==> src/common/two_wire_pkg.sv <==
// Shared types and constants for the two-wire register slave.
// Assumes a single 125 MHz system clock; the serial clock is sampled as data.
package two_wire_pkg;

    // ------------------------------------------------------------
    // Slave addresses (seven-bit form)
    // ------------------------------------------------------------
    localparam logic [6:0] ADDR_PRIMARY   = 7'h48;   // 0x90 / 0x91 on the wire
    localparam logic [6:0] ADDR_ALTERNATE = 7'h5D;   // 0xBA / 0xBB on the wire

    // ------------------------------------------------------------
    // Field positions, last bit index, register-address reset value and step
    // ------------------------------------------------------------
    localparam int          DIR_BIT      = 0;
    localparam int          ADDR_MSB     = 7;
    localparam int          ADDR_LSB     = 1;
    localparam logic [2:0]  LAST_BIT_IDX = 3'h7;
    localparam logic [15:0] REG_ADDR_RST = 16'h0000;
    localparam logic [15:0] REG_ADDR_INC = 16'h0001;

    // ------------------------------------------------------------
    // Line events seen after synchronising
    // ------------------------------------------------------------
    typedef struct packed {
        logic scl_rise;
        logic scl_fall;
        logic start;
        logic stop;
        logic sda;
    } line_event_type;

    // ------------------------------------------------------------
    // Register-file access from the slave
    // ------------------------------------------------------------
    typedef struct packed {
        logic        wr_en;
        logic        rd_en;
        logic [15:0] addr;
        logic [15:0] wdata;
    } reg_req_type;

endpackage

==> src/hw/line_sampler.sv <==
// Two-flop synchroniser and edge finder for the serial clock and data pins.
// Assumes both pins come from outside the system clock domain.
`timescale 1ns/1ns
module line_sampler
    import two_wire_pkg::*;
(
    input  wire logic           clock,
    input  wire logic           rst,
    input  wire logic           scl_in,
    input  wire logic           sda_in,
    output line_event_type      events
);

    typedef struct packed {
        logic [1:0] scl_meta;
        logic [1:0] sda_meta;
        logic       scl_prev;
        logic       sda_prev;
    } sampler_state_type;

    sampler_state_type st_q;
    sampler_state_type st_d;

    always_comb begin
        st_d          = st_q;
        st_d.scl_meta = {st_q.scl_meta[0], scl_in};
        st_d.sda_meta = {st_q.sda_meta[0], sda_in};
        st_d.scl_prev = st_q.scl_meta[1];
        st_d.sda_prev = st_q.sda_meta[1];
    end

    always_ff @(posedge clock) begin
        if (rst) begin
            st_q <= '{scl_meta: 2'h3, sda_meta: 2'h3, scl_prev: 1'b1, sda_prev: 1'b1};
        end else begin
            st_q <= st_d;
        end
    end

    // ------------------------------------------------------------
    // Edge and condition detection on the second-stage flops and their one-cycle delayed copies
    // ------------------------------------------------------------
    always_comb begin
        events.scl_rise = st_q.scl_meta[1] & ~st_q.scl_prev;
        events.scl_fall = ~st_q.scl_meta[1] & st_q.scl_prev;
        events.start    = st_q.scl_meta[1] & st_q.scl_prev
                          & st_q.sda_prev & ~st_q.sda_meta[1];
        events.stop     = st_q.scl_meta[1] & st_q.scl_prev
                          & ~st_q.sda_prev & st_q.sda_meta[1];
        events.sda      = st_q.sda_meta[1];
    end

endmodule

==> src/hw/two_wire_register_slave.sv <==
// Slave end of the two-wire register port: 16-bit addresses, 16-bit data.
// Assumes an external register file answering reads combinationally on rd_data.
`timescale 1ns/1ns

// What this block does
// - Address byte: bits 7..1 slave address, bit 0 direction, one means read.
// - Select pin low: answer 0x90 for writes, 0x91 for reads.
// - Select pin high: answer 0xBA for writes, 0xBB for reads.
// - Ninth clock after each byte is acknowledge; receiver pulls data low.
// - Transmitter releases the data line during the acknowledge clock.
// - Data changes only while clock low; stable while clock high.
// - Data left high in acknowledge means no-acknowledge; ends a read.
// - Stop is data rising while clock high; only master makes it.
// - Acknowledge address byte only when seven-bit address matches selection.
// - Write sends 16-bit register address, high byte first, each acknowledged.
// - Then 16-bit data as two bytes, each acknowledged.
// - Random read: write address, register address, restart, read address.
// - Read without register address uses the address left before.
// - A single register read gives two bytes, high byte first.
// - Sequential read continues while the master acknowledges.
// - Sequential write continues with more data bytes until stop.
// - Start is data falling while clock high; restart needs no stop.
// - Bytes shift most significant bit first, one bit per clock.
// - Bus idle when both lines high; only master starts.
module two_wire_register_slave
    import two_wire_pkg::*;
(
    input  wire logic          clock,
    input  wire logic          rst,
    input  wire logic          address_select_pin,
    input  wire logic          scl_in,
    input  wire logic          serial_data_line_in,
    output logic               serial_data_line_out,
    output logic               serial_data_line_oe,
    output reg_req_type        reg_req,
    input  wire logic [15:0]   rd_data,
    output logic               busy
);

    // ------------------------------------------------------------
    // Types
    // ------------------------------------------------------------
    typedef enum logic [2:0] {
        ST_IDLE,
        ST_RECV,
        ST_ACK,
        ST_SEND,
        ST_MACK
    } phase_type;

    typedef enum logic [2:0] {
        B_DEV,
        B_AHI,
        B_ALO,
        B_DHI,
        B_DLO
    } byte_role_type;

    typedef struct packed {
        phase_type     phase;
        byte_role_type role;
        logic          reading;
        logic          ack_drive;
        logic [2:0]    bit_idx;
        logic          byte_full;
        logic [7:0]    shift;
        logic [15:0]   reg_addr;
        logic [7:0]    data_hi;
        logic          read_lo;
        logic          sda_out;
        logic          sda_oe;
        reg_req_type   req;
    } slave_state_type;

    // ------------------------------------------------------------
    // Helpers
    // ------------------------------------------------------------
    function automatic logic [15:0] next_addr(input logic [15:0] a);
        next_addr = a + REG_ADDR_INC;
    endfunction

    function automatic logic [6:0] own_address(input logic sel);
        own_address = sel ? ADDR_ALTERNATE : ADDR_PRIMARY;
    endfunction

    // ------------------------------------------------------------
    // Line sampling
    // ------------------------------------------------------------
    line_event_type ev;

    line_sampler u_sampler (
        .clock  (clock),
        .rst    (rst),
        .scl_in (scl_in),
        .sda_in (serial_data_line_in),
        .events (ev)
    );

    logic [1:0] sel_sync_q;
    logic [1:0] sel_sync_d;

    assign sel_sync_d = {sel_sync_q[0], address_select_pin};

    always_ff @(posedge clock) begin
        if (rst) begin
            sel_sync_q <= 2'h0;
        end else begin
            sel_sync_q <= sel_sync_d;
        end
    end

    // ------------------------------------------------------------
    // Protocol engine
    // ------------------------------------------------------------
    slave_state_type st_q;
    slave_state_type st_d;

    logic [7:0] next_shift;
    logic [7:0] tx_byte;

    always_comb begin
        st_d       = st_q;
        st_d.req   = '0;
        st_d.req.addr  = st_q.reg_addr;
        next_shift = {st_q.shift[6:0], ev.sda};
        tx_byte    = st_q.read_lo ? rd_data[7:0] : rd_data[15:8];

        if (ev.stop) begin
            st_d.phase  = ST_IDLE;
            st_d.sda_oe = 1'b0;
        end else if (ev.start) begin
            st_d.phase   = ST_RECV;
            st_d.role    = B_DEV;
            st_d.bit_idx = 3'h0;
            st_d.byte_full = 1'b0;
            st_d.sda_oe  = 1'b0;
        end else begin
            unique case (st_q.phase)
                ST_IDLE: begin
                    st_d.sda_oe = 1'b0;
                end
                ST_RECV: begin
                    if (ev.scl_rise) begin
                        st_d.shift   = next_shift;
                        st_d.bit_idx = st_q.bit_idx + 3'h1;
                        st_d.byte_full = (st_q.bit_idx == LAST_BIT_IDX);
                    end else if (ev.scl_fall && st_q.byte_full) begin
                        // Eight bits taken: the clock fall after a start is not a byte
                        st_d.byte_full = 1'b0;
                        st_d.phase     = ST_ACK;
                        st_d.ack_drive = 1'b1;
                        unique case (st_q.role)
                            B_DEV: begin
                                if (st_q.shift[ADDR_MSB:ADDR_LSB] ==
                                    own_address(sel_sync_q[1])) begin
                                    st_d.reading = st_q.shift[DIR_BIT];
                                    st_d.read_lo = 1'b0;
                                end else begin
                                    st_d.phase     = ST_IDLE;
                                    st_d.ack_drive = 1'b0;
                                end
                            end
                            B_AHI: st_d.reg_addr[15:8] = st_q.shift;
                            B_ALO: st_d.reg_addr[7:0]  = st_q.shift;
                            B_DHI: st_d.data_hi        = st_q.shift;
                            B_DLO: begin
                                st_d.req.wr_en = 1'b1;
                                st_d.req.wdata = {st_q.data_hi, st_q.shift};
                            end
                            default: st_d.phase = ST_IDLE;
                        endcase
                        if (st_d.phase == ST_ACK) begin
                            st_d.sda_out = 1'b0;
                            st_d.sda_oe  = 1'b1;
                        end
                    end
                end
                ST_ACK: begin
                    if (ev.scl_fall) begin
                        st_d.bit_idx = 3'h0;
                        if (st_q.reading) begin
                            st_d.phase   = ST_SEND;
                            st_d.sda_out = tx_byte[LAST_BIT_IDX];
                            st_d.sda_oe  = ~tx_byte[LAST_BIT_IDX];
                            st_d.req.rd_en = 1'b1;
                            st_d.shift   = {tx_byte[6:0], 1'b1};
                        end else begin
                            st_d.phase  = ST_RECV;
                            st_d.sda_oe = 1'b0;
                            unique case (st_q.role)
                                B_DEV:   st_d.role = B_AHI;
                                B_AHI:   st_d.role = B_ALO;
                                B_ALO:   st_d.role = B_DHI;
                                B_DHI:   st_d.role = B_DLO;
                                B_DLO: begin
                                    st_d.role     = B_DHI;
                                    st_d.reg_addr = next_addr(st_q.reg_addr);
                                end
                                default: st_d.role = B_DEV;
                            endcase
                        end
                    end
                end
                ST_SEND: begin
                    if (ev.scl_fall) begin
                        st_d.bit_idx = st_q.bit_idx + 3'h1;
                        if (st_q.bit_idx == LAST_BIT_IDX) begin
                            st_d.phase  = ST_MACK;
                            st_d.sda_oe = 1'b0;
                        end else begin
                            st_d.sda_oe = ~st_q.shift[LAST_BIT_IDX];
                            st_d.shift  = {st_q.shift[6:0], 1'b1};
                        end
                    end
                end
                ST_MACK: begin
                    if (ev.scl_rise) begin
                        if (st_q.read_lo) begin
                            st_d.reg_addr = next_addr(st_q.reg_addr);
                        end
                        if (ev.sda) begin
                            st_d.phase = ST_IDLE;
                        end else begin
                            st_d.phase = ST_ACK;
                            st_d.read_lo = ~st_q.read_lo;
                        end
                    end
                end
                default: st_d.phase = ST_IDLE;
            endcase
        end
    end

    always_ff @(posedge clock) begin
        if (rst) begin
            st_q          <= '0;
            st_q.phase    <= ST_IDLE;
            st_q.role     <= B_DEV;
            st_q.reg_addr <= REG_ADDR_RST;
            st_q.sda_out  <= 1'b1;
        end else begin
            st_q <= st_d;
        end
    end

    // ------------------------------------------------------------
    // Outputs
    // ------------------------------------------------------------
    assign serial_data_line_out = 1'b0;
    assign serial_data_line_oe  = st_q.sda_oe;
    assign reg_req              = st_q.req;
    assign busy                 = (st_q.phase != ST_IDLE);

endmodule

==> config.mk <==
export PLATFORM = sky130hd
export DESIGN_NAME = two_wire_register_slave
export DESIGN_NICKNAME = d
export VERILOG_FILES = /design/src/common/two_wire_pkg.sv /design/src/hw/line_sampler.sv /design/src/hw/two_wire_register_slave.sv
export SDC_FILE = /design/constraint.sdc
export NUM_CORES = 1
export LEC_CHECK = 0
export BUFFER_PORTS_ARGS = -buffer_cell sky130_fd_sc_hd__buf_2
export CAP_MARGIN = 40
export CORE_MARGIN = 2
export CORE_UTILIZATION = 50
export CTS_BUF_LIST = sky130_fd_sc_hd__clkbuf_16
export CTS_CLUSTER_DIAMETER = 120
export DETAILED_ROUTE_END_ITERATION = 10
export PLACE_DENSITY = 0.71
export RECOVER_POWER = 100
export SYNTH_ARGS = -nofsm -noshare
export SYNTH_HDL_FRONTEND = slang
export SYNTH_SLANG_ARGS = --single-unit
==> constraint.sdc <==
create_clock -name clock -period 2.4 [get_ports clock]
set_input_delay 0.36 -clock clock [delete_from_list [all_inputs] [get_ports clock]]
set_output_delay 0.36 -clock clock [all_outputs]
set_load 0.005 [all_outputs]
Yosys cells after proc, flatten, opt, wreduce, memory -nomap -nowiden --
Cells that the tools add are included.
Word-level totals: bits in registers 87, input bits 21, output and inout bits 37, logic and storage cells 175
Operators by class: add/subtract/negate cells 2, equal/unequal tests 38, muxes and demuxes 59, bitwise logic cells 23, reduce and logical (&&, ||, !) cells 32
Operator list (number):
- 16-bit 2-to-1 mux | 4
- 8-bit 2-to-1 mux | 8
- 28-bit 2-to-1 mux | 2
- 16-bit one-hot mux with 3 select lines | 1
- 3-bit 2-to-1 mux | 15
- 2-bit != test, second input constant | 16
- 24-bit 2-to-1 mux | 1
- 8-bit one-hot mux with 3 select lines | 1
- 11-bit AND reduction | 2
- 3-bit != test, second input constant | 7
- 7-bit AND reduction | 3
- 16-bit by 1-bit adder with 16-bit output, second input constant | 1
- 1-bit NOT | 16
- 3-bit by 2-bit == test with 1-bit output, second input constant | 5
- 3-bit one-hot mux with 5 select lines | 1
- 1-bit 2-to-1 mux | 13
- 3-bit one-hot mux with 4 select lines | 1
- 6-bit AND reduction | 2
- 3-bit nonzero test | 4
- 3-bit == test, second input constant | 3
- 3-bit one-hot mux with 3 select lines | 1
- 9-bit AND reduction | 1
- 2-bit 2-to-1 mux | 4
- 4-bit 2-to-1 mux | 2
- other kinds (24) | 40

Depth between registers and ports, before layout --
depth after elaboration 14, gate-level depth with buffers 8, mapped depth without buffers 7

By module --
A second synthesis with hierarchy kept.
Second synthesis, totals: cells, all modules 475, area, all modules 4185.3 um2
By module, submodules not included:
- two_wire_register_slave | instances 1, cells an instance 458, area each 3987.6 um2, seq. area each 1621.6 um2
- line_sampler | instances 1, cells an instance 17, area each 197.7 um2, seq. area each 120.1 um2

Worst setup path after synthesis --
No wires, ideal clock.
path kind register to register, start point register st_q[78] (netlist name), end point register st_q (netlist bit st_d[20]), data arrival time 1.983 ns, path slack 0.313 ns, stages on the path, launching flop included 8, clock period less this slack 2.087 ns, path through dfxtp_1 buf_2 or3b_4 o32ai_4 nand3_4 or2_0 buf_2 a2111oi_2
On the way: word-level cells in the longest chain between the ends 3, elaborated cells between the ends (all ways) 14, those cells by class eq/ne (11); mux (1); reduce/logical (2)
RTL lines:
- from (decl) | RTL line two_wire_register_slave.sv:115 | slave_state_type st_q;
- from (signal assigned) | RTL line two_wire_register_slave.sv:242 | st_q <= st_d;
- 3-bit by 2-bit == test with 1-bit output, or another cell as far along | RTL line two_wire_register_slave.sv:138 | unique case (st_q.phase)
- 2-bit by 1-bit != test with 1-bit output (no source line), or another cell as far along
- 11-bit AND reduction (no source line)
Parallel ways exist; a longest one is shown, timed or not. A chain may end at the register's enable or synchronous reset.

Worst setup path after layout --
start point register u_sampler.st_q[1] (netlist name), end point register st_q (netlist bit st_d[20])
On the way: word-level cells in the longest chain between the ends 5, elaborated cells between the ends (all ways) 16, those cells by class eq/ne (4); bitwise (10); reduce/logical (2)
RTL lines:
- from (decl) | RTL line line_sampler.sv:21 | sampler_state_type st_q;
- from (signal assigned) | RTL line line_sampler.sv:34 | st_q <= '{scl_meta: 2'h3, sda_meta: 2'h3, scl_prev: 1'b1, sda_prev: 1'b1};
- from (signal assigned) | RTL line line_sampler.sv:36 | st_q <= st_d;
- 1-bit bitwise AND | RTL line line_sampler.sv:46, line_sampler.sv:48
- 1-bit bitwise AND (on tied branches) (2 in series) | RTL line line_sampler.sv:47, line_sampler.sv:49
- 1-bit NOT (no source line)
- 11-bit AND reduction (no source line) *
Mark *: on every way between the ends. The rest lies on a longest branch, timed or not.

==> reports/qor.csv <==
metric,value,unit
outcome,"finished, final reports clean",
largest net degree at the start of global routing,37,
post-CTS setup repair buffer count,0,
Sw Share,0.227,
Min-Delay Path Depth,2,
Final Cycle Share,0.940,
kind of critical path,reg -> reg,
full die area,9120,um2
post-synthesis register bit count,87,
clock skew,0.00583,ns
Synth Instances,487,
worst ir drop on vdd,0.409,mV
Worst-path clk slew,0.06,ns
post-synthesis cell type count,55,
P_leak,0.00173,uW
Residual DRC,0,
sink of the worst hold path,u_sampler.st_d[3],
gp weighted congestion,0.963,
Nets,539,
Slew HR,0.250,
total wire length,9840,um
H-Tree Depth,3,
main area contributors after synthesis,"dfxtp_1, buf_4, o31ai_1, a21oi_1, nand2_1",
yosys warns,0,
"Seq/Total Area, Yosys",0.416,
first-pass GRT wire length,15700,um
area post-placement,4410,um2
final number of setup-violating endpoints,0,
r2r setup slk,0.14,ns
First-pass DRT Iterations,5,
hold buffer count at CTS,0,
Finished Cell Area,4670,um2
Post-Syn Nets,511,
Clock power frac,0.486,
post-route ant nets,0,
fraction of registers with async set/reset,0,
initial antenna violation count,0,
All-Layer GR Usage,0.228,
setup TNS,0,ns
antenna diode count,0,
clock buffer depth,2,
DIE WIDTH,95.5,um
via count,3602,
CP required,2.64,ns
cell taking the most area after synthesis,dfxtp_1,
syn_area_per_cell,8.60,um2
I/O pin cnt,58,
Tmin final,2.26,ns
detailed router's first-iteration violation count,335,
top-area cell type share of the netlist area,0.416,
Gate power share,0.048,
routed len/inst,15.7,um
Sequential Power Share,0.466,
vias in the first global route,3181,
f_max,443,MHz
Via density,5.76,
Cell Int Power,2430,uW
"count leader, synth",dfxtp_1,
post-route insts no fill,625,
worst reg2reg path endpoint,st_d[20],
total power,3150,uW
global route total overflow,0,
clock root buffer,clkbuf_16,
Inst Count DP,609,
Area growth syn-to-layout,11.6,%
CP Max Fanout,11,
CTS Buf Count,9,
CP endpoint kind,flip-flop,
RSZ-0062 raised after global routing,no,
r2r worst-path depth,6,
WHS,0.193,ns
HP Class,in -> reg,
number of synthesized flops with an enable pin,0,
switching power,715,uW
Die Y,95.5,um
synthesized area,4190,um2
cell area power density,673,nW/um2
worst slew pin tran,1.12,ns
core box area,8180,um2
prevailing post-synth register cell,dfxtp_1,
Max Slew Vio Count,0,
CP arrival,2.50,ns
DP Wirelength,6870,um
worst reg2reg startpoint,u_sampler.st_q[1],
Sink Count,87,
count of final hold-check violations,0,
TritonCTS clock tree,yes,
element type at the critical path start,flip-flop,
worst skew pair latency,0.35,ns
CTS-repair resized insts,0,
Initial Utilization,0.512,
min-delay src,serial_data_line_in,
row cnt,33,
MaxCap Viol Count,0,
Buffers on Ports,56,
layout cells sized above 1,0.169,
commonest cells in the netlist,"dfxtp_1, nand2_1, nor2_1, buf_4, a21oi_1",
[worst max path at each step]
stage / start / cells past startpoint / slack [ns] / end
after floorplan: st_q[78] / 7 / 0.31 / st_d[20]
after global placement: u_sampler.st_q[1] / 6 / 0.29 / st_d[20]
after detailed placement: u_sampler.st_q[1] / 6 / 0.25 / st_d[20]
after CTS: u_sampler.st_q[1] / 6 / 0.22 / st_d[20]
after global routing: st_q[78] / 6 / 0.01 / st_q[37]
final: u_sampler.st_q[1] / 6 / 0.14 / st_d[20]
[worst max-delay path, cell delays in order (launching register included)]
cell and delay [ns]:
dfxtp_1 0.50, or3b_1 0.44, o32ai_2 0.40, nand3_4 0.10, or2_0 0.22, buf_4 0.17
a2111oi_2 0.33
[per-layer routing]
| metal | share of wire | wire (um) | vias up | track usage |
|---|---|---|---|---|
| li1 | - | - | 1748 | - |
| met1 | 0.44 | 4330 | 1703 | 0.297 |
| met2 | 0.47 | 4640 | 127 | 0.361 |
| met3 | 0.060 | 586 | 24 | 0.0419 |
| met4 | 0.028 | 278 | 0 | 0.120 |
| met5 | 0 | 0 | - | 0 |
[cell type report]
class	count	area [um2]
Clock buffer	9	225
Clock inverter	7	101
Fill cell	757	3500
Inverter	10	37.5
Multi-Input combinational cell	326	2020
Sequential cell	87	1740
Tap cell	105	131
Timing Repair Buffer	81	419
[sequential cells by signal, indices dropped and copies added (netlist names)]
name	cells
reg_req	34
sel_sync_q	2
u_sampler.events	1
next_shift	7
serial_data_line_oe	1
st_q	21
st_d	16
u_sampler.st_q	2
u_sampler.st_d	3
[cells in the final DEF (no fill, tap or decap), drive strengths merged, types with 5 or more instances in the layout]
master  instances
nor2           37
clkbuf         37
a21oi          31
o31ai          24
mux2i          13
and2           17
inv            13
a211o           7
nand2b          6
a32oi           8
nor3           16
dfxtp          87
nand2          39
nor3b           6
nor4            5
o21ai          15
nor2b          21
a22oi           7
nand3          14
buf            53
or2             9
[power by group through the flow]
stage	combinational, uW	clock [uW]	sequential [uW]
final	151	1530	1460
after global routing	167	1620	1470
after CTS	155	1560	1460
after detailed placement	154	0	1500
after global placement	152	0	1500
after floorplan	99.8	0	1490
[logic make-up (layout without fill, tap and decap cells)]
group,Yosys count,count (layout),share of synthesized area
DFF,87,87,0.416
other,1,1,0.000895
muxes,13,13,0.0311
adders and majority gates,3,3,0.00896
AOI/OAI and AO/OA,113,113,0.187
buffers and inverters,74,107,0.0995
xor gates and xnor gates,5,5,0.0105
and+or+nand+nor,191,191,0.246
[stage by stage]
step | setup WS [ns] | util
after floorplan | 0.313 | -
after global placement | 0.288 | 0.539
after detailed placement | 0.247 | 0.539
after CTS | 0.218 | 0.579
after global routing | 0.0118 | 0.572
final | 0.143 | 0.572
Note: power is estimated with default switching activity, not from simulation.
